File: src/rtl/dual_adc_pkg.sv
// How it works
// - Each channel samples on its own clock.
// - Stabiliser regenerates falling edge at half period.
// - Host waits relock time after clock changes.
// - Host enables stabiliser only above rate threshold.
// - Each sleep input stops its own channel.
// - Both asleep switches references off; long wake.
// - Single sleep keeps references; wake in few edges.
// - Host stops clock of sleeping stabilised channel.
// - Output word appears seven sample edges later.
// - Format select low gives offset binary, high twos.
// - Route select high keeps channels on own buses.
// - Route select low swaps the two buses.
// - Route select on sample clock interleaves both.
// - Host holds both sleeps low while interleaving.
// - Host switches unused bus off while interleaving.
// - Host drives shared reference strap when requested.
// - Sense level selects one of four reference modes.
// - Span equals twice the reference voltage.
// - Host divider never runs slower than minimum sample rate; a full FIFO stalls the clock.
package dual_adc_pkg;
  localparam int DATA_W = 14;
  localparam int PIPE_DEPTH = 7;
  localparam int MV_W = 12;
  localparam int CORE_CLK_HZ = 20_000_000;
  localparam int DLL_RELOCK_US = 3;
  localparam int DLL_RELOCK_CYCLES = (DLL_RELOCK_US * CORE_CLK_HZ + 999_999) / 1_000_000;
  localparam int REF_WAKE_MS = 5;
  localparam int REF_WAKE_CYCLES = REF_WAKE_MS * (CORE_CLK_HZ / 1000);
  localparam int CHAN_WAKE_EDGES = 4;
  localparam int STAB_MIN_HZ = 40_000_000;
  localparam int MIN_SAMPLE_HZ = 1_000_000;
  localparam int HOST_HALF_DIV = CORE_CLK_HZ / (2 * MIN_SAMPLE_HZ);
  localparam int MIN_HALF_DIV = 4;
  localparam int LOW_SENSE_MV = 200;
  localparam int FIXED_ONE_MV = 1000;
  localparam int FIXED_HALF_MV = 500;
  localparam int SUPPLY_DETECT_MV = 2000;
  localparam int PERIOD_W = 8;
  localparam int FIFO_W = 16;
  localparam int FIFO_DEPTH = 32;
  typedef enum logic [1:0] {
    REF_FIXED_ONE,
    REF_FIXED_HALF,
    REF_PROGRAMMABLE,
    REF_EXTERNAL
  } ref_mode_t;
endpackage : dual_adc_pkg

File: src/rtl/adc_link_if.sv
`timescale 1ns/1ps
// Pins between the converter and the capture logic.
interface adc_link_if;
  logic [1:0] sampleClk;
  logic muxSel;
  logic dutyStabiliserEn;
  logic codeFormatSel;
  logic chanASleep;
  logic chanBSleep;
  logic [1:0] busDriveOffN;
  logic sharedRefEn;
  logic [1:0][dual_adc_pkg::DATA_W-1:0] busData;
  logic [1:0] busOe;

  // The converter end drives the buses and their enables.
  modport dev (
    input sampleClk,
    input muxSel,
    input dutyStabiliserEn,
    input codeFormatSel,
    input chanASleep,
    input chanBSleep,
    input busDriveOffN,
    input sharedRefEn,
    output busData,
    output busOe
  );

  // The capture end drives clocks and straps.
  modport host (
    output sampleClk,
    output muxSel,
    output dutyStabiliserEn,
    output codeFormatSel,
    output chanASleep,
    output chanBSleep,
    output busDriveOffN,
    output sharedRefEn,
    input busData,
    input busOe
  );
endinterface : adc_link_if

File: src/rtl/dual_adc_device.sv
`timescale 1ns/1ps
// Digital control and output logic of the dual converter.
module dual_adc_device #(
  parameter int REF_WAKE_CYCLES = dual_adc_pkg::REF_WAKE_CYCLES,
  parameter int SUPPLY_DETECT_MV = dual_adc_pkg::SUPPLY_DETECT_MV
) (
  input wire logic core_clk,
  input wire logic reset_n,
  adc_link_if.dev link,
  input wire logic [dual_adc_pkg::DATA_W-1:0] analogA,
  input wire logic [dual_adc_pkg::DATA_W-1:0] analogB,
  input wire logic [dual_adc_pkg::MV_W-1:0] senseMv,
  input wire logic [dual_adc_pkg::MV_W-1:0] refPinMv,
  output logic [1:0] chanActive,
  output logic [1:0] dutyClk,
  output logic [1:0] dllLocked,
  output logic refPowered,
  output logic sharedRefActive,
  output dual_adc_pkg::ref_mode_t refMode,
  output logic [dual_adc_pkg::MV_W:0] spanMv
);
  localparam int DW = dual_adc_pkg::DATA_W;
  localparam int PD = dual_adc_pkg::PIPE_DEPTH;
  localparam int PW = dual_adc_pkg::PERIOD_W;
  localparam int MW = dual_adc_pkg::MV_W;
  localparam int LW = $clog2(dual_adc_pkg::DLL_RELOCK_CYCLES + 1);
  localparam int WW = $clog2(dual_adc_pkg::CHAN_WAKE_EDGES + 1);
  localparam int RW = $clog2(REF_WAKE_CYCLES + 1);

  typedef struct packed {
    logic clkPrev;
    logic [PD-1:0][DW-1:0] pipe;
    logic [DW-1:0] word;
    logic [PW-1:0] periodCnt;
    logic [PW-1:0] period;
    logic [PW-1:0] phaseCnt;
    logic dutyClk;
    logic [LW-1:0] lockCnt;
    logic locked;
    logic [WW-1:0] wakeCnt;
    logic active;
  } chan_t;

  typedef struct packed {
    chan_t [1:0] ch;
    logic [RW-1:0] refWakeCnt;
    logic [1:0][DW-1:0] busData;
    logic [1:0] busOe;
    logic refPowered;
    logic sharedRef;
    dual_adc_pkg::ref_mode_t refMode;
    logic [MW:0] span;
  } state_t;

  state_t s_reg;
  state_t s_next;
  logic [1:0] rise;
  logic [1:0] sleepReq;
  logic [1:0][DW-1:0] sampleIn;
  logic [1:0][DW-1:0] chanWord;
  logic bothSleep;
  logic [MW-1:0] vrefMv;
  dual_adc_pkg::ref_mode_t modeSel;

  assign sleepReq = {link.chanBSleep, link.chanASleep};
  assign sampleIn = {analogB, analogA};
  assign bothSleep = link.chanASleep && link.chanBSleep;

  // Per channel edge detect on its own clock and output code conversion.
  generate
    for (genvar c = 0; c < 2; c++)
    begin : g_chan
      assign rise[c] = link.sampleClk[c] && !s_reg.ch[c].clkPrev;
      // Flipping the top bit turns offset binary into twos complement.
      assign chanWord[c] = s_reg.ch[c].word ^ {link.codeFormatSel, {(DW - 1){1'b0}}};
    end
  endgenerate

  // Sense level decides the reference mode and the reference voltage.
  always_comb
  begin
    if (senseMv <= MW'(dual_adc_pkg::LOW_SENSE_MV))
    begin
      modeSel = dual_adc_pkg::REF_FIXED_ONE;
      vrefMv = MW'(dual_adc_pkg::FIXED_ONE_MV);
    end
    else if (senseMv >= MW'(SUPPLY_DETECT_MV))
    begin
      modeSel = dual_adc_pkg::REF_EXTERNAL;
      vrefMv = refPinMv;
    end
    else if (senseMv == refPinMv)
    begin
      modeSel = dual_adc_pkg::REF_FIXED_HALF;
      vrefMv = MW'(dual_adc_pkg::FIXED_HALF_MV);
    end
    else
    begin
      modeSel = dual_adc_pkg::REF_PROGRAMMABLE;
      vrefMv = refPinMv;
    end
  end

  // Next state of references, channels and output buses.
  always_comb
  begin
    s_next = s_reg;
    // Total standby drops the references and restarts their long wake.
    if (bothSleep)
    begin
      s_next.refWakeCnt = RW'(REF_WAKE_CYCLES);
    end
    else if (s_reg.refWakeCnt != '0)
    begin
      s_next.refWakeCnt = s_reg.refWakeCnt - 1'b1;
    end
    s_next.refPowered = !bothSleep && (s_reg.refWakeCnt == '0);
    for (int c = 0; c < 2; c++)
    begin
      s_next.ch[c].clkPrev = link.sampleClk[c];
      // Period of the incoming clock measured in core cycles.
      if (rise[c])
      begin
        s_next.ch[c].periodCnt = PW'(1);
        s_next.ch[c].period = s_reg.ch[c].periodCnt;
        s_next.ch[c].phaseCnt = PW'(1);
        if (s_reg.ch[c].periodCnt != s_reg.ch[c].period)
        begin
          s_next.ch[c].lockCnt = LW'(dual_adc_pkg::DLL_RELOCK_CYCLES);
        end
      end
      else
      begin
        if (s_reg.ch[c].periodCnt != '1)
        begin
          s_next.ch[c].periodCnt = s_reg.ch[c].periodCnt + 1'b1;
        end
        if (s_reg.ch[c].phaseCnt != '1)
        begin
          s_next.ch[c].phaseCnt = s_reg.ch[c].phaseCnt + 1'b1;
        end
      end
      // With the stabiliser on the falling edge is placed at half period.
      if (link.dutyStabiliserEn)
      begin
        if (rise[c])
        begin
          s_next.ch[c].dutyClk = 1'b1;
        end
        else if (s_reg.ch[c].phaseCnt >= (s_reg.ch[c].period >> 1))
        begin
          s_next.ch[c].dutyClk = 1'b0;
        end
        if (!rise[c] && s_reg.ch[c].lockCnt != '0)
        begin
          s_next.ch[c].lockCnt = s_reg.ch[c].lockCnt - 1'b1;
        end
      end
      else
      begin
        s_next.ch[c].dutyClk = link.sampleClk[c];
        s_next.ch[c].lockCnt = LW'(dual_adc_pkg::DLL_RELOCK_CYCLES);
      end
      // The lock flag is registered so that the output comes from a flop.
      s_next.ch[c].locked = (s_next.ch[c].lockCnt == '0);
      // A sleeping channel stops; waking waits for the references.
      if (sleepReq[c])
      begin
        s_next.ch[c].active = 1'b0;
        s_next.ch[c].wakeCnt = WW'(dual_adc_pkg::CHAN_WAKE_EDGES);
      end
      else if (bothSleep || s_reg.refWakeCnt != '0)
      begin
        s_next.ch[c].active = 1'b0;
      end
      else if (s_reg.ch[c].wakeCnt != '0)
      begin
        if (rise[c])
        begin
          s_next.ch[c].wakeCnt = s_reg.ch[c].wakeCnt - 1'b1;
        end
      end
      else
      begin
        s_next.ch[c].active = 1'b1;
      end
      // Seven stage pipeline then the output latch, all on the sample edge.
      if (rise[c] && s_reg.ch[c].active)
      begin
        s_next.ch[c].pipe[0] = sampleIn[c];
        for (int i = 1; i < PD; i++)
        begin
          s_next.ch[c].pipe[i] = s_reg.ch[c].pipe[i - 1];
        end
        s_next.ch[c].word = s_reg.ch[c].pipe[PD - 1];
      end
    end
    // Route select picks straight or swapped buses; it may toggle each edge.
    if (link.muxSel)
    begin
      s_next.busData[0] = chanWord[0];
      s_next.busData[1] = chanWord[1];
    end
    else
    begin
      s_next.busData[0] = chanWord[1];
      s_next.busData[1] = chanWord[0];
    end
    s_next.busOe = ~link.busDriveOffN;
    s_next.sharedRef = link.sharedRefEn;
    s_next.refMode = modeSel;
    s_next.span = {vrefMv, 1'b0};
  end

  // State register with synchronous reset.
  always_ff @(posedge core_clk)
  begin
    if (!reset_n)
    begin
      s_reg <= '0;
    end
    else
    begin
      s_reg <= s_next;
    end
  end

  // Every output comes from the state register.
  assign link.busData = s_reg.busData;
  assign link.busOe = s_reg.busOe;
  assign chanActive = {s_reg.ch[1].active, s_reg.ch[0].active};
  assign dutyClk = {s_reg.ch[1].dutyClk, s_reg.ch[0].dutyClk};
  assign dllLocked = {s_reg.ch[1].locked, s_reg.ch[0].locked};
  assign refPowered = s_reg.refPowered;
  assign sharedRefActive = s_reg.sharedRef;
  assign refMode = s_reg.refMode;
  assign spanMv = s_reg.span;
endmodule : dual_adc_device

File: src/flat_wrapper.sv
// flat-port wrapper written by rule: the top's interface ports become plain ports
module dual_adc_device_flat 
#(
  parameter int REF_WAKE_CYCLES = dual_adc_pkg::REF_WAKE_CYCLES,
  parameter int SUPPLY_DETECT_MV = dual_adc_pkg::SUPPLY_DETECT_MV
)
  (core_clk, reset_n, analogA, analogB, senseMv, refPinMv, chanActive, dutyClk, dllLocked, refPowered, sharedRefActive, refMode, spanMv, link_sampleClk, link_muxSel, link_dutyStabiliserEn, link_codeFormatSel, link_chanASleep, link_chanBSleep, link_busDriveOffN, link_sharedRefEn, link_busData, link_busOe);
  adc_link_if link_i ();
  input wire logic core_clk;
  input wire logic reset_n;
  input wire logic [dual_adc_pkg::DATA_W-1:0] analogA;
  input wire logic [dual_adc_pkg::DATA_W-1:0] analogB;
  input wire logic [dual_adc_pkg::MV_W-1:0] senseMv;
  input wire logic [dual_adc_pkg::MV_W-1:0] refPinMv;
  output logic [1:0] chanActive;
  output logic [1:0] dutyClk;
  output logic [1:0] dllLocked;
  output logic refPowered;
  output logic sharedRefActive;
  output dual_adc_pkg::ref_mode_t refMode;
  output logic [dual_adc_pkg::MV_W:0] spanMv;
  input wire logic [$bits(link_i.sampleClk)-1:0] link_sampleClk;
  input wire logic [$bits(link_i.muxSel)-1:0] link_muxSel;
  input wire logic [$bits(link_i.dutyStabiliserEn)-1:0] link_dutyStabiliserEn;
  input wire logic [$bits(link_i.codeFormatSel)-1:0] link_codeFormatSel;
  input wire logic [$bits(link_i.chanASleep)-1:0] link_chanASleep;
  input wire logic [$bits(link_i.chanBSleep)-1:0] link_chanBSleep;
  input wire logic [$bits(link_i.busDriveOffN)-1:0] link_busDriveOffN;
  input wire logic [$bits(link_i.sharedRefEn)-1:0] link_sharedRefEn;
  output wire logic [$bits(link_i.busData)-1:0] link_busData;
  output wire logic [$bits(link_i.busOe)-1:0] link_busOe;
  assign link_i.sampleClk = link_sampleClk;
  assign link_i.muxSel = link_muxSel;
  assign link_i.dutyStabiliserEn = link_dutyStabiliserEn;
  assign link_i.codeFormatSel = link_codeFormatSel;
  assign link_i.chanASleep = link_chanASleep;
  assign link_i.chanBSleep = link_chanBSleep;
  assign link_i.busDriveOffN = link_busDriveOffN;
  assign link_i.sharedRefEn = link_sharedRefEn;
  assign link_busData = link_i.busData;
  assign link_busOe = link_i.busOe;
  dual_adc_device #(.REF_WAKE_CYCLES(REF_WAKE_CYCLES), .SUPPLY_DETECT_MV(SUPPLY_DETECT_MV)) u_core (.core_clk(core_clk), .reset_n(reset_n), .link(link_i), .analogA(analogA), .analogB(analogB), .senseMv(senseMv), .refPinMv(refPinMv), .chanActive(chanActive), .dutyClk(dutyClk), .dllLocked(dllLocked), .refPowered(refPowered), .sharedRefActive(sharedRefActive), .refMode(refMode), .spanMv(spanMv));
endmodule
File: config.mk
export PLATFORM = sky130hd
export DESIGN_NAME = dual_adc_device_flat
export DESIGN_NICKNAME = d
export VERILOG_FILES = /design/src/rtl/dual_adc_pkg.sv /design/src/rtl/adc_link_if.sv /design/src/rtl/dual_adc_device.sv /design/src/flat_wrapper.sv
export SDC_FILE = /design/constraint.sdc
export NUM_CORES = 1
export LEC_CHECK = 0
export CORE_ASPECT_RATIO = 2
export CORE_MARGIN = 2
export CORE_UTILIZATION = 45
export CTS_CLUSTER_DIAMETER = 100
export CTS_CLUSTER_SIZE = 14
export DETAILED_ROUTE_END_ITERATION = 6
export DONT_BUFFER_PORTS = 1
export GPL_ROUTABILITY_DRIVEN = 1
export REMOVE_ABC_BUFFERS = 1
export SKIP_CTS_REPAIR_TIMING = 1
export SLEW_MARGIN = 10
export SYNTH_ARGS = -nofsm -noshare
export SYNTH_HDL_FRONTEND = slang
export SYNTH_SLANG_ARGS = --single-unit
File: constraint.sdc
create_clock -name core_clk -period 3.9 [get_ports core_clk]
set_input_delay 0.195 -clock core_clk [delete_from_list [all_inputs] [get_ports core_clk]]
set_output_delay 0.195 -clock core_clk [all_outputs]
set_load 0.005 [all_outputs]
==> results of run 1 <==
## power groups by stage
stage          sequential [µW]  clock, µW  combinational, µW
3_5_place_dp              3990          0                757
5_1_grt                   3930       2780                986
4_1_cts                   3910       2660                764
3_3_place_gp              3990          0                747
6_report                  3910       2540                877
2_1_floorplan             3960          0                618
## worst register-to-register path: stages (launching register included)
cell           delay (ns)
dfxtp_1              0.32
nor2b_1              0.54
and2_4               0.68
buf_4                0.45
nand2_1              0.11
a21boi_0             0.15
dlygate4sd3_1        0.55
## logic make-up after synthesis
family	share of synthesized area, %
AOI/OAI and AO/OA	16.2
xor gates and xnor gates	3.77
adders and majority gates	2.32
buffers and inverters	5.92
DFF	47.9
muxes	2.52
other	0.0249
and+or+nand+nor	21.3
## layer usage
| layer | part of all wire [%] | track usage (%) |
|---|---|---|
| met5 | 0 | 0 |
| met4 | 2.3 | 5.29 |
| met3 | 3.4 | 2.72 |
| met2 | 53 | 31.1 |
| met1 | 42 | 18.8 |
## stage by stage
step	area, µm²	cells	hold slack [ns]
after floorplan	14300	1592	0.267
after global placement	14900	2036	0.267
after detailed placement	14900	2036	0.270
after CTS	15700	2066	-0.333
after global routing	16600	2157	0.0129
final	16600	2157	0.00907
## final timing paths
path / startpoint / slack, ns / to
worst max-delay path: u_core.s_reg[212] / 1.05 / u_core.s_reg[125]
worst max register to register: u_core.s_reg[212] / 1.05 / u_core.s_reg[125]
worst min register to register: u_core.s_reg[303] / 0.46 / u_core.s_reg[317]
worst min-delay path: link_muxSel / 0.009 / u_core.link.busData[27]
## final cells by class
| cell class | instances | area, µm² |
|---|---|---|
| Fill cell | 3145 | 16300 |
| Sequential cell | 361 | 7230 |
| Multi-Input combinational cell | 1203 | 6980 |
| Timing Repair Buffer | 103 | 1030 |
| Clock buffer | 29 | 726 |
| Tap cell | 432 | 541 |
| Inverter | 28 | 105 |
| Clock inverter | 1 | 5.00 |
## layout by cell type, fill, tap and decap left out, types with 11 or more instances in the layout
master,count
nor2_1,62
a21boi_0,257
nand4_1,15
buf_4,12
xnor2_1,24
and3_1,13
dlygate4sd3_1,89
a211oi_1,11
a21oi_1,20
inv_1,28
dfxtp_1,361
nand2_1,514
ha_1,28
nand3_1,17
nor2b_1,37
xor2_1,41
mux2i_1,38
nor3b_1,11
clkbuf_16,29
nor3_1,14
and2_1,11
==> flow_summary_export.csv, run 1 <==
group,metric,value,unit
timing,worst_pin_slew,1.03,ns
placed_design,dp_hpwl,18600,µm
timing,postLayoutSetupSlackWorst,1.05,ns
detailed_routing,first_pass_iters,4,
timing,tns,0,ns
timing,slew_viol_final,0,
logic_synthesis,synth_most_common_cell,"nand2_1",
timing,finalSetupViolations,0,
logic_synthesis,synth_top_area_cell,"dfxtp_1",
cts,cts_sinks,361,
finish,antenna_cells,0,
die,core_area,32900,µm²
detailed_routing,vias,11000,
power_and_ir_drop,power_frac_clock,34.7,%
logic_synthesis,syn_avg_cell_area,8.63,µm²
power_and_ir_drop,p_sw_share,25.2,%
logic_synthesis,synth_seq_cells,361,
detailed_routing,first_iter_violations,511,
cts,clkTransAtPathRegs,0.06,ns
timing,fin_crit_sh,73.0,%
power_and_ir_drop,power.internal,5480,µW
worst_setup_path,worstPathMaxFanout,64,
worst_setup_path,slowest_delay,0.68,ns
cts,root_buffer,"clkbuf_16",
run,cap_violations,0,
power_and_ir_drop,netSwitchingPower,1840,µW
cts,cts_made_buffers,29,
worst_setup_path,crit_slowest_cell,"and2_4",
cts,cts_tree,"yes",
finish,fin_nets,1818,
power_and_ir_drop,leakage,0.00583,µW
worst_setup_path,cp_num_buf_inv,2,
power_and_ir_drop,max-vdd-ir-drop,0.327,mV
worst_setup_path,crit_family,"simple AND/OR/NAND/NOR gates",
logic_synthesis,synth-edff-count,0,
detailed_routing,vias_per_cell,5.10,
worst_setup_path,crit_required,4.40,ns
global_routing,grt_pass1_wl,49500,µm
power_and_ir_drop,power,7330,µW
die,die_y,263,µm
global_routing,track_usage,16.6,%
die,floorplan.die.width,133,µm
worst_setup_path,worstSetupStartpointType,"flop",
status,status,"finished clean",
cts,htreeDepth,1,
cts,clkLatencyLatePin,0.55,ns
timing,clock_skew,0.0113,ns
finish,drive_above_1_share,3.25,%
worst_setup_path,arrival,3.35,ns
logic_synthesis,async_flop_share,0,%
worst_setup_path,worstSetupPathDepth,6,
die,num_io_pins,117,
timing,maxSlewHeadroom,31.5,%
worst_setup_path,reg2reg_depth,6,
logic_synthesis,synthesis.area,15100,µm²
global_routing,antenna_found_initial,0,
detailed_routing,ant_nets,0,
power_and_ir_drop,combinationalPowerShare,12.0,%
logic_synthesis,ys_seq_area_share,47.9,%
timing,rsz0062_at_grt,"no",
worst_setup_path,path_cells,"nor2b_1 > and2_4 > buf_4 > nand2_1 > a21boi_0 > dlygate4sd3_1",
finish,utilization,50.5,%
logic_synthesis,yosys_warnings,0,
logic_synthesis,synthFlopType,"dfxtp_1",
logic_synthesis,synth_cell_types,54,
power_and_ir_drop,power_frac_seq,53.4,%
power_and_ir_drop,power_density,441,nW/µm²
worst_setup_path,cp-end-kind,"flop",
cts,cts_buffer_depth,3,
timing,period_minus_slack,2.85,ns
die,dieArea,35100,µm²
placed_design,buffer_ports.inserted,0,
global_routing,grt_pass1_vias,10500,
placed_design,globalplace.congestion,0.784,
min_path,hold_path.class,"in2reg",
placed_design,pre_cts_ws,1.37,ns
detailed_routing,detail_route.wl_per_cell,14.3,µm
global_routing,grt_remaining_overflow,0,
worst_setup_path,crit_type,"reg2reg",
die,fp-row-count,94,
finish,largest_register_ffs,309,
global_routing,grt_max_degree,316,
logic_synthesis,netlist_top_cells_area,"dfxtp_1, nand2_1, a21boi_0",
detailed_routing,drt_wl_total,31000,µm
detailed_routing,drt_drc_violations_left,0,
min_path,min_path_cells,3,
logic_synthesis,synthTopCellsByCount,"nand2_1, dfxtp_1, a21boi_0",
timing,hold_viol,0,
die,start_util,45.8,%
finish,synthToLayoutAreaGrowth,10.2,%
logic_synthesis,netlist_instances,1747,
timing,timing.fmax,351,MHz
logic_synthesis,yosysTopAreaCellShare,47.9,%
(Power assumes the default switching activity.)
==> inputs of run 2 (changes only) <==
==> constraint.sdc (replaced) <==
create_clock -name core_clk -period 2.9 [get_ports core_clk]
set_input_delay 0.145 -clock core_clk [delete_from_list [all_inputs] [get_ports core_clk]]
set_output_delay 0.145 -clock core_clk [all_outputs]
set_load 0.005 [all_outputs]
==> flow_summary_export.csv, run 2 (synthesized netlist as in run 1, its figures left out) <==
group,metric,value,unit
run,cap_violations,0,
timing,worst_pin_slew,0.846,ns
die,start_util,45.8,%
detailed_routing,drt_drc_violations_left,0,
detailed_routing,first_pass_iters,4,
die,floorplan.die.width,133,µm
status,violations,"hold timing",
global_routing,grt_remaining_overflow,0,
timing,clock_skew,0.0167,ns
finish,layout_commonest_cell,"nand2_1",
worst_setup_path,slowest_delay,0.61,ns
worst_setup_path,crit_slowest_cell,"or4_1",
cts,cts_tree,"yes",
global_routing,track_usage,16.3,%
finish,largest_register_ffs,309,
timing,timing.fmax,366,MHz
placed_design,place_area,15000,µm²
worst_setup_path,path_cells,"or4_1 > nor4b_2 > nand4_1 > and2_0 > o31a_1 > dlygate4sd3_1",
die,dieArea,35100,µm²
die,die_y,263,µm
finish,final_area,17100,µm²
finish,synthToLayoutAreaGrowth,13.6,%
finish,layout_common_cells,"nand2_1, dfxtp_1, a21boi_0, dlygate4sd3_1, nor2_1",
power_and_ir_drop,max-vdd-ir-drop,0.419,mV
detailed_routing,drt_wl_total,31400,µm
die,core_area,32900,µm²
timing,finalSetupViolations,0,
placed_design,buffer_ports.inserted,0,
finish,drive_above_1_share,3.44,%
placed_design,pre_cts_ws,0.588,ns
timing,fin_hold_ws,-0.0126,ns
power_and_ir_drop,power,9920,µW
worst_setup_path,arrival,3.18,ns
status,status,"complete, but fails checks",
cts,cts_buffer_depth,3,
finish,antenna_cells,0,
cts,clkLatencyLatePin,0.56,ns
worst_setup_path,cp-end-kind,"flop",
global_routing,grt_max_degree,316,
cts,root_buffer,"clkbuf_16",
worst_setup_path,crit_required,3.35,ns
global_routing,grt_pass1_wl,48700,µm
placed_design,dp_hpwl,18600,µm
worst_setup_path,worstPathMaxFanout,4,
detailed_routing,ant_nets,0,
detailed_routing,vias_per_cell,5.14,
worst_setup_path,crit_type,"reg2reg",
timing,fin_crit_sh,94.3,%
detailed_routing,vias,11300,
detailed_routing,first_iter_violations,469,
power_and_ir_drop,leakage,0.00617,µW
die,fp-row-count,94,
detailed_routing,detail_route.wl_per_cell,14.3,µm
placed_design,globalplace.congestion,0.813,
worst_setup_path,reg2reg_depth,6,
timing,hold_viol,7,
cts,cts_made_buffers,29,
worst_setup_path,worstSetupStartpointType,"flop",
global_routing,antenna_found_initial,0,
min_path,hold_path.class,"in2reg",
finish,fin_nets,1865,
timing,maxSlewHeadroom,43.4,%
timing,slew_viol_final,0,
die,num_io_pins,117,
timing,tns,0,ns
timing,postLayoutSetupSlackWorst,0.165,ns
timing,period_minus_slack,2.74,ns
min_path,min_path_cells,3,
cts,cts_sinks,361,
cts,clkTransAtPathRegs,0.07,ns
power_and_ir_drop,power_density,579,nW/µm²
timing,rsz0062_at_grt,"no",
global_routing,grt_pass1_vias,10400,
worst_setup_path,r2r_slack,0.16,ns
cts,htreeDepth,1,
-- run 2: layer usage --
layer | GRT usage, % | part of all wire (%) | wire (µm) | up-vias
li1 | - | - | - | 5731
met1 | 18.6 | 40 | 12700 | 5357
met2 | 30.5 | 53 | 16700 | 198
met3 | 2.58 | 3.9 | 1230 | 45
met4 | 5.32 | 2.6 | 819 | 0
met5 | 0 | 0 | 0 | -
-- run 2: path summary, 6_finish.rpt --
check | from | to
worst min register to register | u_core.s_reg[312] | u_core.s_reg[326]
worst max-delay path | u_core.s_reg[56] | u_core.s_reg[67]
worst min-delay path | reset_n | u_core.dutyClk[1]
worst max register to register | u_core.s_reg[56] | u_core.s_reg[67]
-- run 2: critical path, delay by kind of cell, from the launching register on --
family / cells / cell delay, ns
AOI/OAI and AO/OA: 1 / 0.27
buffers and inverters: 1 / 0.56
DFF: 1 / 0.35
and+or+nand+nor: 4 / 1.43
-- run 2: area by class of cell --
class / instances / area (µm²)
Clock inverter: 2 / 13.8
Fill cell: 3163 / 15800
Clock buffer: 29 / 726
Sequential cell: 361 / 7230
Multi-Input combinational cell: 1203 / 6980
Timing Repair Buffer: 150 / 1540
Tap cell: 432 / 541
Inverter: 28 / 105
-- run 2: metrics by stage --
step	util, %	instances
2_1_floorplan	-	1592
3_3_place_gp	45.6	2040
3_5_place_dp	45.6	2040
4_1_cts	47.9	2071
5_1_grt	52.0	2205
6_report	52.0	2205
-- run 2: where the power goes --
group | internal (µW) | total, µW | switching [µW]
clock | 1760 | 3450 | 1680
combinational | 531 | 1220 | 685
sequential | 5100 | 5260 | 157
==> inputs of run 3 (changes only) <==
==> constraint.sdc (replaced) <==
create_clock -name core_clk -period 2.9 [get_ports core_clk]
set_input_delay 0.58 -clock core_clk [delete_from_list [all_inputs] [get_ports core_clk]]
set_output_delay 0.58 -clock core_clk [all_outputs]
set_load 0.005 [all_outputs]
==> flow_summary_export.csv, run 3 (synthesized netlist as in run 1, its figures left out) <==
group,metric,value,unit
cts,root_buffer,"clkbuf_16",
global_routing,grt_remaining_overflow,0,
power_and_ir_drop,max-vdd-ir-drop,0.411,mV
cts,clkTransAtPathRegs,0.07,ns
detailed_routing,first_pass_iters,6,
finish,layout.cells.non_filler,2071,
global_routing,grt_max_degree,316,
power_and_ir_drop,netSwitchingPower,2450,µW
finish,fill_cells,3292,
global_routing,track_usage,16.6,%
detailed_routing,detail_route.wl_per_cell,14.2,µm
timing,fin_crit_sh,78.2,%
worst_setup_path,cp-end-kind,"flop",
timing,maxSlewHeadroom,58.7,%
power_and_ir_drop,power_frac_clock,35.2,%
worst_setup_path,worstSetupStartpointType,"flop",
finish,fin_nets,1731,
timing,slew_viol_final,0,
detailed_routing,vias_per_cell,5.20,
power_and_ir_drop,power_density,619,nW/µm²
finish,antenna_cells,0,
die,start_util,45.8,%
placed_design,globalplace.congestion,0.814,
cts,cts_sinks,361,
finish,largest_register_ffs,309,
power_and_ir_drop,combinationalPowerShare,10.9,%
detailed_routing,ant_nets,0,
power_and_ir_drop,power_frac_seq,53.9,%
finish,layout_commonest_cell,"nand2_1",
timing,period_minus_slack,2.27,ns
timing,hold_viol,0,
cts,clkLatencyLatePin,0.56,ns
worst_setup_path,crit_required,3.38,ns
timing,worst_pin_slew,0.603,ns
finish,synthToLayoutAreaGrowth,4.60,%
finish,drive_above_1_share,3.60,%
timing,finalSetupViolations,0,
min_path,hold_path.class,"in2reg",
global_routing,grt_pass1_vias,10500,
die,floorplan.die.width,133,µm
detailed_routing,drt_drc_violations_left,0,
power_and_ir_drop,leakage,0.00541,µW
cts,cts_tree,"yes",
global_routing,grt_pass1_wl,49700,µm
die,core_area,32900,µm²
global_routing,antenna_found_initial,0,
worst_setup_path,arrival,2.75,ns
placed_design,dp_cells,2040,
timing,fin_hold_ws,0.0890,ns
timing,tns,0,ns
die,dieArea,35100,µm²
status,status,"finished clean",
die,die_y,263,µm
cts,htreeDepth,1,
timing,clock_skew,0.0137,ns
die,num_io_pins,117,
placed_design,buffer_ports.inserted,0,
run,cap_violations,0,
die,fp-row-count,94,
power_and_ir_drop,p_sw_share,25.1,%
timing,rsz0062_at_grt,"no",
finish,layout_common_cells,"nand2_1, dfxtp_1, a21boi_0, nor2_1, xor2_1",
timing,timing.fmax,441,MHz
placed_design,dp_hpwl,18600,µm
detailed_routing,first_iter_violations,412,
cts,cts_buffer_depth,3,
power_and_ir_drop,power,9770,µW
cts,cts_made_buffers,29,
power_and_ir_drop,power.internal,7320,µW
detailed_routing,drt_wl_total,29400,µm
detailed_routing,vias,10800,
worst_setup_path,worstPathMaxFanout,9,
worst_setup_path,crit_type,"reg2reg",
==> run 3: worst max-delay path, cell delays in order, from the launching register on <==
cell	delay, ns
dfxtp_1	0.36
or4_4	0.58
or3_1	0.57
nor4_4	0.40
nor2_1	0.07
a211oi_1	0.20
==> run 3: worst paths after layout <==
check                        from              endpoint  slack [ns]  cells past startpoint
max              u_core.s_reg[50]     u_core.s_reg[215]        0.63                      5
min          link_busDriveOffN[1]  u_core.link.busOe[1]        0.09                      1
max reg2reg      u_core.s_reg[50]     u_core.s_reg[215]        0.63                      5
min reg2reg     u_core.s_reg[286]     u_core.s_reg[300]        0.46                      2
==> run 3: through the flow <==
stage          setup slack (ns)  cell area [µm²]  util (%)
2_1_floorplan            -0.618            14300         -
3_3_place_gp              0.715            15000      45.7
3_5_place_dp              0.686            15000      45.7
4_1_cts                   0.658            15800      47.9
5_1_grt                   0.534            15800      47.9
6_report                  0.632            15800      47.9
==> run 3: layer usage <==
metal / global-route usage, % / part of all wire (%) / vias up
met2: 31.2 / 52 / 194
met1: 18.7 / 41 / 5074
met5: 0 / 0 / -
met4: 5.84 / 2.9 / 0
met3: 2.72 / 4.2 / 52
li1: - / - / 5453
==> run 3: power groups by stage <==
| stage | combinational, µW | clock (µW) | sequential [µW] |
|---|---|---|---|
| floorplan | 831 | 0 | 5330 |
| global placement | 1030 | 0 | 5360 |
| detailed placement | 1050 | 0 | 5370 |
| CTS | 1060 | 3590 | 5260 |
| global route | 1190 | 3790 | 5280 |
| finish | 1070 | 3440 | 5260 |
==> run 3: final cells by class <==
class                      instances  area (µm²)  share of cell area (%)
clock buffer                      29         726                    4.60
clock inverter                     2        13.8                  0.0872
inverter                          28         105                   0.666
multi-input combinational       1203        6980                    44.3
sequential                       361        7230                    45.8
tap                              432         541                    3.43
timing repair buffer              16         183                    1.16
